**src/logic/prv_map.svh**
```systemverilog
// Register offsets, reset values and field positions of the port reset block.
`ifndef PRV_MAP_SVH
`define PRV_MAP_SVH
`define PRV_OFF_CTRL        12'h000
`define PRV_OFF_IOCR_UPPER  12'h004
`define PRV_OFF_PDR_LOW     12'h008
`define PRV_OFF_PDR_HIGH    12'h00C
`define PRV_OFF_PDISC_DIG   12'h010
`define PRV_OFF_PDISC_P14   12'h014
`define PRV_OFF_PDISC_P15   12'h018
`define PRV_OFF_PORT15_INPUT_VALUE      12'h01C
`define PRV_IOCR_SYS_RST    32'h0000_0000
`define PRV_IOCR_MOD_RST    32'h2020_2020
`define PRV_PDR_SYS_RST     32'h2222_2222
`define PRV_PDR_MOD_RST     32'h0000_0000
`define PRV_PDISC_MOD_RST   32'h0000_0000
`define PRV_PDISC_ANA_SYS   32'hFFFF_FFFF
`define PRV_P15_STUCK_MASK  32'h0000_0030
`define PRV_CTRL_MODRST_BIT 0
`define PRV_ZERO            32'h0000_0000
`endif

```
**src/logic/prv_pkg.sv**
```systemverilog
// Types shared by the port reset block.
`default_nettype none
package prv_pkg;
  typedef logic [31:0] prv_word_t;
  typedef logic [11:0] prv_addr_t;
endpackage : prv_pkg
`default_nettype wire

```
**src/logic/prv_port_regs.sv**
```systemverilog
// Port register set with distinct system and module reset values, APB slave.
`timescale 1ns/100ps
`default_nettype none
`include "prv_map.svh"

module prv_port_regs #(
  parameter logic [31:0] PDISC_DIG_STRAP = 32'h0000_0000
) (
  input  wire logic             core_clk_i,
  input  wire logic             rst_b_i,
  input  wire logic             psel_i,
  input  wire logic             penable_i,
  input  wire logic             pwrite_i,
  input  wire prv_pkg::prv_addr_t paddr_i,
  input  wire prv_pkg::prv_word_t pwdata_i,
  input  wire logic [31:0]      p14_pad_i,
  input  wire logic [31:0]      p15_pad_i,
  output logic                  pready_o,
  output logic                  pslverr_o,
  output prv_pkg::prv_word_t    prdata_o,
  output prv_pkg::prv_word_t    pin_control_upper_reg_o,
  output prv_pkg::prv_word_t    pad_driver_reg_low_o,
  output prv_pkg::prv_word_t    pad_driver_reg_high_o,
  output prv_pkg::prv_word_t    p14_digital_in_o,
  output prv_pkg::prv_word_t    port15_input_value_o
);
  import prv_pkg::*;

  prv_word_t pin_control_upper_reg;
  prv_word_t next_pin_control_upper_reg;
  prv_word_t pad_driver_reg_low;
  prv_word_t next_pad_driver_reg_low;
  prv_word_t pad_driver_reg_high;
  prv_word_t next_pad_driver_reg_high;
  prv_word_t pin_digital_disable_reg;
  prv_word_t next_pin_digital_disable_reg;
  prv_word_t p14_digital_disable_reg;
  prv_word_t next_p14_digital_disable_reg;
  prv_word_t port15_digital_disable_reg;
  prv_word_t next_port15_digital_disable_reg;
  prv_word_t p14_sync1;
  prv_word_t next_p14_sync1;
  prv_word_t p14_sync2;
  prv_word_t next_p14_sync2;
  prv_word_t p15_sync1;
  prv_word_t next_p15_sync1;
  prv_word_t p15_sync2;
  prv_word_t next_p15_sync2;
  prv_word_t p14_in;
  prv_word_t next_p14_in;
  prv_word_t port15_input_value;
  prv_word_t next_port15_input_value;
  prv_word_t prdata;
  prv_word_t next_prdata;
  logic      pready;
  logic      next_pready;
  logic      pslverr;
  logic      next_pslverr;
  logic      strap_taken;
  logic      next_strap_taken;
  logic      port_module_reset_request;
  logic      wr_acc;
  logic      rd_acc;
  logic      hit;

  assign wr_acc = psel_i && penable_i && pwrite_i && pready;
  assign rd_acc = psel_i && !penable_i && !pwrite_i;
  // Writing the control bit pulses a module reset; the bit itself is not stored.
  assign port_module_reset_request = wr_acc && paddr_i == `PRV_OFF_CTRL && pwdata_i[`PRV_CTRL_MODRST_BIT];

  // Unmapped offsets answer with an error and have no effect.
  function automatic logic decode_hit(input prv_addr_t a);
    decode_hit = (a == `PRV_OFF_CTRL) ||
                 (a == `PRV_OFF_IOCR_UPPER) ||
                 (a == `PRV_OFF_PDR_LOW) ||
                 (a == `PRV_OFF_PDR_HIGH) ||
                 (a == `PRV_OFF_PDISC_DIG) ||
                 (a == `PRV_OFF_PDISC_P14) ||
                 (a == `PRV_OFF_PDISC_P15) ||
                 (a == `PRV_OFF_PORT15_INPUT_VALUE);
  endfunction : decode_hit

  assign hit = decode_hit(paddr_i);

  always_comb begin
    next_pin_control_upper_reg      = pin_control_upper_reg;
    next_pad_driver_reg_low         = pad_driver_reg_low;
    next_pad_driver_reg_high        = pad_driver_reg_high;
    next_pin_digital_disable_reg    = pin_digital_disable_reg;
    next_p14_digital_disable_reg    = p14_digital_disable_reg;
    next_port15_digital_disable_reg = port15_digital_disable_reg;
    next_strap_taken                = 1'b1;
    // The strap is a port value, so it is caught on the first edge after release, not under reset.
    if (!strap_taken) begin
      next_pin_digital_disable_reg = PDISC_DIG_STRAP;
    end
    if (port_module_reset_request) begin
      // Only the port registers reload; nothing else in the design sees this reset.
      next_pin_control_upper_reg      = `PRV_IOCR_MOD_RST;
      next_pad_driver_reg_low         = `PRV_PDR_MOD_RST;
      next_pad_driver_reg_high        = `PRV_PDR_MOD_RST;
      next_pin_digital_disable_reg    = `PRV_PDISC_MOD_RST;
      next_p14_digital_disable_reg    = `PRV_PDISC_MOD_RST;
      next_port15_digital_disable_reg = `PRV_PDISC_MOD_RST;
    end else if (wr_acc) begin
      case (paddr_i)
        `PRV_OFF_IOCR_UPPER: next_pin_control_upper_reg = pwdata_i;
        `PRV_OFF_PDR_LOW:    next_pad_driver_reg_low = pwdata_i;
        `PRV_OFF_PDR_HIGH:   next_pad_driver_reg_high = pwdata_i;
        `PRV_OFF_PDISC_P14:  next_p14_digital_disable_reg = pwdata_i;
        `PRV_OFF_PDISC_P15:  next_port15_digital_disable_reg = pwdata_i & ~`PRV_P15_STUCK_MASK;
        default: ; // Purely digital disable register and input value are read-only.
      endcase
    end
  end

  // Pads are asynchronous, so two stages settle them before the gating logic looks at them.
  always_comb begin
    next_p14_sync1 = p14_pad_i;
    next_p14_sync2 = p14_sync1;
    next_p15_sync1 = p15_pad_i;
    next_p15_sync2 = p15_sync1;
    // Disable bit set forces the digital input to zero.
    next_p14_in    = p14_sync2 & ~p14_digital_disable_reg;
    // Bits 4 and 5 can never be disabled, so they pass whatever the analog level gives.
    next_port15_input_value    = p15_sync2 & ~port15_digital_disable_reg;
  end

  // Zero wait states: ready and the error flag stand for the one access cycle only.
  always_comb begin
    next_pready  = 1'b0;
    next_pslverr = 1'b0;
    next_prdata  = prdata;
    if (psel_i && !penable_i) begin
      next_pready  = 1'b1;
      next_pslverr = !hit;
    end
    if (rd_acc) begin
      case (paddr_i)
        `PRV_OFF_IOCR_UPPER: next_prdata = pin_control_upper_reg;
        `PRV_OFF_PDR_LOW:    next_prdata = pad_driver_reg_low;
        `PRV_OFF_PDR_HIGH:   next_prdata = pad_driver_reg_high;
        `PRV_OFF_PDISC_DIG:  next_prdata = pin_digital_disable_reg;
        `PRV_OFF_PDISC_P14:  next_prdata = p14_digital_disable_reg;
        `PRV_OFF_PDISC_P15:  next_prdata = port15_digital_disable_reg;
        `PRV_OFF_PORT15_INPUT_VALUE:     next_prdata = port15_input_value;
        default:             next_prdata = `PRV_ZERO;
      endcase
    end
  end

  // The module reset rides the clocked path, so the asynchronous reset tree stays system-only.
  always_ff @(posedge core_clk_i or negedge rst_b_i) begin
    if (!rst_b_i) begin
      pin_control_upper_reg      <= `PRV_IOCR_SYS_RST;
      pad_driver_reg_low         <= `PRV_PDR_SYS_RST;
      pad_driver_reg_high        <= `PRV_PDR_SYS_RST;
      pin_digital_disable_reg    <= `PRV_PDISC_MOD_RST;
      p14_digital_disable_reg    <= `PRV_PDISC_ANA_SYS;
      port15_digital_disable_reg <= `PRV_PDISC_ANA_SYS & ~`PRV_P15_STUCK_MASK;
      strap_taken                <= 1'b0;
    end else begin
      pin_control_upper_reg      <= next_pin_control_upper_reg;
      pad_driver_reg_low         <= next_pad_driver_reg_low;
      pad_driver_reg_high        <= next_pad_driver_reg_high;
      pin_digital_disable_reg    <= next_pin_digital_disable_reg;
      p14_digital_disable_reg    <= next_p14_digital_disable_reg;
      port15_digital_disable_reg <= next_port15_digital_disable_reg;
      strap_taken                <= next_strap_taken;
    end
  end

  // Only the second stage is read, so a metastable first stage never reaches the gating.
  always_ff @(posedge core_clk_i or negedge rst_b_i) begin
    if (!rst_b_i) begin
      p14_sync1 <= `PRV_ZERO;
      p14_sync2 <= `PRV_ZERO;
      p15_sync1 <= `PRV_ZERO;
      p15_sync2 <= `PRV_ZERO;
      p14_in    <= `PRV_ZERO;
      port15_input_value    <= `PRV_ZERO;
    end else begin
      p14_sync1 <= next_p14_sync1;
      p14_sync2 <= next_p14_sync2;
      p15_sync1 <= next_p15_sync1;
      p15_sync2 <= next_p15_sync2;
      p14_in    <= next_p14_in;
      port15_input_value    <= next_port15_input_value;
    end
  end

  always_ff @(posedge core_clk_i or negedge rst_b_i) begin
    if (!rst_b_i) begin
      prdata  <= `PRV_ZERO;
      pready  <= 1'b0;
      pslverr <= 1'b0;
    end else begin
      prdata  <= next_prdata;
      pready  <= next_pready;
      pslverr <= next_pslverr;
    end
  end

  assign pready_o                = pready;
  assign pslverr_o               = pslverr;
  assign prdata_o                = prdata;
  assign pin_control_upper_reg_o = pin_control_upper_reg;
  assign pad_driver_reg_low_o    = pad_driver_reg_low;
  assign pad_driver_reg_high_o   = pad_driver_reg_high;
  assign p14_digital_in_o        = p14_in;
  assign port15_input_value_o    = port15_input_value;
endmodule : prv_port_regs
`default_nettype wire

```
**config.mk**
```make
export PLATFORM = sky130hd
export DESIGN_NAME = prv_port_regs
export DESIGN_NICKNAME = d
export VERILOG_FILES = /design/src/logic/prv_pkg.sv /design/src/logic/prv_port_regs.sv
export VERILOG_INCLUDE_DIRS = /design/src /design/src/logic
export SDC_FILE = /design/constraint.sdc
export NUM_CORES = 1
export LEC_CHECK = 0
export BUFFER_PORTS_ARGS = -buffer_cell sky130_fd_sc_hd__buf_2
export CELL_PAD_IN_SITES_DETAIL_PLACEMENT = 1
export CELL_PAD_IN_SITES_GLOBAL_PLACEMENT = 1
export CORE_ASPECT_RATIO = 1.2
export CORE_MARGIN = 2
export CORE_UTILIZATION = 39
export DETAILED_ROUTE_END_ITERATION = 10
export PLACE_DENSITY_LB_ADDON = 0.05
export SETUP_SLACK_MARGIN = 0.05
export SYNTH_ARGS = -nofsm -noshare
export SYNTH_HDL_FRONTEND = slang
export SYNTH_SLANG_ARGS = --single-unit
```
**constraint.sdc**
```tcl
create_clock -name core_clk_i -period 1.7 [get_ports core_clk_i]
set_input_delay 0.17 -clock core_clk_i [delete_from_list [all_inputs] [get_ports core_clk_i]]
set_output_delay 0.17 -clock core_clk_i [all_outputs]
set_load 0.05 [all_outputs]
```
======== After elaboration in Yosys (flattened, before gate mapping) ========
Cells that the tools add are included.
storage, ports and cells
  register bits ........................... 419
  bits of input ports ..................... 113
  output and inout bits ................... 194
  word-level logic and storage cells ...... 77
operators by class
  equality and inequality tests ........... 8
  muxes and demuxes ....................... 20
  bitwise operators ....................... 4
  reduce and logical (&&, ||, !) cells .... 29
operators with widths
  operator               number
  $mux W32               17
  $pmux W32 S7           1
  $and A32 B32 Y32       2
  $not A32 Y32           2
  $eq A12 B5 Y1 const B  4
  $eq A12 B4 Y1 const B  2
  $eq A12 B3 Y1 const B  1
  $logic_not A12 Y1      1
  $reduce_bool A2 Y1     6
  $reduce_and A2 Y1      5
  $logic_and A1 B1 Y1    7
  $logic_or A1 B1 Y1     7
  $logic_not A1 Y1       3
  $mux W1                2
  $ne A2 B1 Y1 const B   1

======== Longest topological paths before layout ========
  depth in word-level cells ............... 10
  gate-level depth with buffers ........... 7
  gate-level depth less buffers ........... 4

======== Least setup slack after synthesis ========
No wires, ideal clock.
  path kind ............................... input-to-reg
  start point ............................. in paddr_i[9]
  end point ............................... reg port15_digital_disable_reg[21]
  arrival time ............................ 1.832 ns
  data required time ...................... 1.608 ns
  setup slack ............................. -0.224 ns
  stages on the path ...................... 6
  buffers on the path ..................... 2
  cell sequence ........................... or4_4 -> buf_6 -> or4_4 -> clkbuf_1 -> o21ai_1 -> a21oi_1
between the ends
  longest elaborated chain between the ends .. 5
  elaborated cells on any way between the ends .. 8
ends and longest elaborated chain
  what                                  RTL line              RTL
  start: declaration                    prv_port_regs.sv:14   input wire prv_pkg::prv_addr_t paddr_i,
  $logic_not A12 Y1 (no source line)    --
  $logic_and A1 B1 Y1 (no source line)  --
  $logic_and A1 B1 Y1                   prv_port_regs.sv:69   assign port_module_reset_request = wr_acc && paddr_i == `PRV_OFF_CTRL && pwdata_i[`PRV_CTRL_MODRST_BIT];
  $reduce_bool A2 Y1 (no source line)   --
  $reduce_and A2 Y1 (no source line)    --
  end signal: assignment                prv_port_regs.sv:160  port15_digital_disable_reg <= `PRV_PDISC_ANA_SYS & ~`PRV_P15_STUCK_MASK;
  end signal: assignment                prv_port_regs.sv:168  port15_digital_disable_reg <= next_port15_digital_disable_reg;
  end: declaration                      prv_port_regs.sv:39   prv_word_t port15_digital_disable_reg;
Parallel ways exist; a longest one is shown, timed or not.
A chain may end at the register's enable or synchronous reset.

======== Worst setup path after layout ========
  start point ............................. in paddr_i[10]
  end point ............................... reg prdata[22] (netlist: prdata_o[22])
between the ends
  longest elaborated chain between the ends .. 2
  elaborated cells on any way between the ends .. 8
ends and longest elaborated chain
  what                                         RTL line              RTL
  $eq A12 B5 Y1, or another cell as far along  prv_port_regs.sv:139  case (paddr_i)
  $pmux W32 S7 (*)                             prv_port_regs.sv:139
  end signal: assignment                       prv_port_regs.sv:194  prdata <= `PRV_ZERO;
  end signal: assignment                       prv_port_regs.sv:198  prdata <= next_prdata;
  end: declaration                             prv_port_regs.sv:53   prv_word_t prdata;
Every way passes the cells marked *; elsewhere a longest branch is shown, timed or not.

==> impl_metrics.yaml <==
synthesis:
  yosys-top-cells-count: "dfrtp_1, a21oi_1, nand3_1"
  netlist_area_um2: 14900
  netlist_top_cells_area: "dfrtp_1, dfstp_2, a21oi_1, nand3_1, o21ai_0"
  synth_enable_flop_cells: 0
  syn_inst: 1277
  synth_top_area_cell: "dfrtp_1"
  async_flop_share: 1.00
  synth_ff_type: "dfrtp_1"
  syn-num-nets: 1390
  yosysWarnings: 0
  synth_most_common_cell: "dfrtp_1"
  ys_types: 46
  synth-seq-cells: 384
  yosysSeqAreaShare: 0.652
  synth_area_per_cell_um2: 11.7
  synth_top_area_frac: 0.515
setup_path:
  cp.required_ns: 2.17
  cp_max_fo: 17
  start_kind: "input port"
  worstSetupPathType: "in -> reg"
  critPathArrivalTime_ns: 2.08
  worst_setup_path_end_kind: "flop"
sta:
  fmax_mhz: 620
  worst_pin_slew_ns: 0.430
  rsz0062_at_grt: "yes"
  holdWs_ns: 0.0421
  setup_viol: 0
  finClkSkew_ns: 0.0160
  fin_crit_sh: 0.949
  tns_ns: 0
  relSlewSlack: 0.713
  drv_slew: 0
  period_minus_slack_ns: 1.61
  finalHoldViolCount: 0
route:
  wire_per_inst_um: 25.0
  ant_nets: 0
  drt_wl_total_mm: 56.1
  viasPerCell: 5.54
  drc_errors: 0
  num_vias: 12400
  firstDrtPassIters: 6
  first_iter_violations: 841
final_layout:
  final_nets: 1840
  final_area_um2: 20500
  syn2layout_area_growth_pct: 37.6
  seqCellArea_um2: 9710
  fillers: 3998
  multi_input_area_um2: 4890
  drive_above_1_share: 0.384
hold_path:
  hold_path_class: "in -> reg"
cts:
  cts.sinks: 384
  root_buffer: "clkbuf_16"
  cts_tree: "built"
  numCtsBuffers: 42
  clk_pin_slew_ns: 0.06
  clock_latency_ns: 0.55
  clk_path_buf_depth: 3
  cts_max_level: 2
global_routing:
  grt_max_degree: 97
  track_usage: 0.283
  gr-total-overflow: 0
  grt_pass1_vias: 13700
  grt_pass1_wl_mm: 84.3
  grt_antenna_before_repair: 1
placement:
  port_buffers: 306
  dpl-instance-area_um2: 18000
  hpwl_mm: 38.2
  place.gp.congestion: 0.870
power:
  power_density_nw_per_um2: 1040
  leakage_nw: 9.10
  peakVddDrop_uv: 966
floorplanning:
  core_um2: 37700
  initial_utilization: 0.395
  num_rows: 78
  die_h_um: 218
  num_io_pins: 307
  dieWidth_um: 182
  die_area_um2: 39700
outcome:
  status: "completed"
run:
  drv_cap: 0
## cell usage in the layout (no fill, tap or decap), drive strengths merged, types with 2 or more instances in the layout
master       instances
nor2b               64
dfstp               78
or4                  3
a32oi                4
clkbuf              72
and4                 2
or4b                 2
a21oi              188
nand3              162
a222oi               7
a31oi               20
bufinv               2
dfrtp              306
mux2                59
nor4                 9
nor4b                2
dlygate4sd3         96
o21ai              160
inv                  2
a41oi                2
nor2                35
nand4                5
nand2               19
a22oi               24
clkinvlp             2
buf                416
clkinv               3
a221oi               3
a22o                 2
nor3                 3
## worst paths after layout
kind / startpoint / end / slack [ns] / depth (start not counted)
worst max-delay path: paddr_i[10] / prdata_o[22] / 0.09 / 9
worst min-delay path: psel_i / pready_o / 0.04 / 3
worst max register to register: pready_o / pad_driver_reg_low_o[2] / 0.12 / 4
worst min register to register: next_p14_sync2[16] / p14_sync2[16] / 0.34 / 0
max in group asynchronous: rst_b_i / p14_digital_disable_reg[2] / 0.83 / 4
min in group asynchronous: rst_b_i / pin_control_upper_reg_o[25] / 0.08 / 2
## per-stage QoR
step / cells / util / setup slack, ns / total power [mW]
2_1_floorplan: 1277 / - / -0.157 / 10.8
3_3_place_gp: 2064 / 0.478 / -0.374 / 11.7
3_5_place_dp: 2064 / 0.478 / -0.463 / 11.7
4_1_cts: 2238 / 0.542 / 0.0833 / 21.4
5_1_grt: 2241 / 0.544 / 0.0344 / 21.9
6_report: 2242 / 0.544 / 0.0870 / 21.2
## routing by layer
| layer | vias up | global-route usage | wire length (um) |
|---|---|---|---|
| met5 | - | 0 | 0 |
| met4 | 0 | 0.136 | 2650 |
| met3 | 99 | 0.0486 | 2870 |
| met2 | 423 | 0.500 | 28900 |
| met1 | 6416 | 0.336 | 21700 |
| li1 | 5487 | - | - |
## cell families after synthesis
family,count (synthesis),share of synthesized area
buffers and inverters,109,0.0337
multiplexers,60,0.0453
AND/OR/NAND/NOR,312,0.119
AO/OA/AOI/OAI,412,0.150
flip-flops,384,0.652
## timing repair
action / in CTS / in global routing
resized for setup: 0 / 3
hold endpoints to repair: 416 / 0
endpoints found under the setup margin: 0 / 11
setup buffers: 0 / 2
hold buffers: 96 / 0
## layout make-up
class / instances / share of cell area
antenna: 1 / 0.000122
tap: 480 / 0.0293
inverter: 2 / 0.000367
clock inverter: 7 / 0.00440
sequential: 384 / 0.474
multi-input combinational: 784 / 0.239
clock buffer: 71 / 0.0661
timing repair buffer: 513 / 0.187
## where the power goes
part	leakage, nW	switching [mW]	total, mW	internal, mW
combinational	3.82	1.42	2.07	0.644
clock	0.704	3.75	9.47	5.72
sequential	4.57	0.165	9.66	9.50
total	9.10	5.34	21.2	15.9
## critical path: stages
cell and delay (ns):
buf_2 0.11, or4_4 0.62, buf_12 0.18, buf_4 0.14
nor4_4 0.19, buf_4 0.18, buf_12 0.17, a22oi_1 0.13
a31oi_1 0.17
Note: power is estimated with default switching activity, not from simulation.
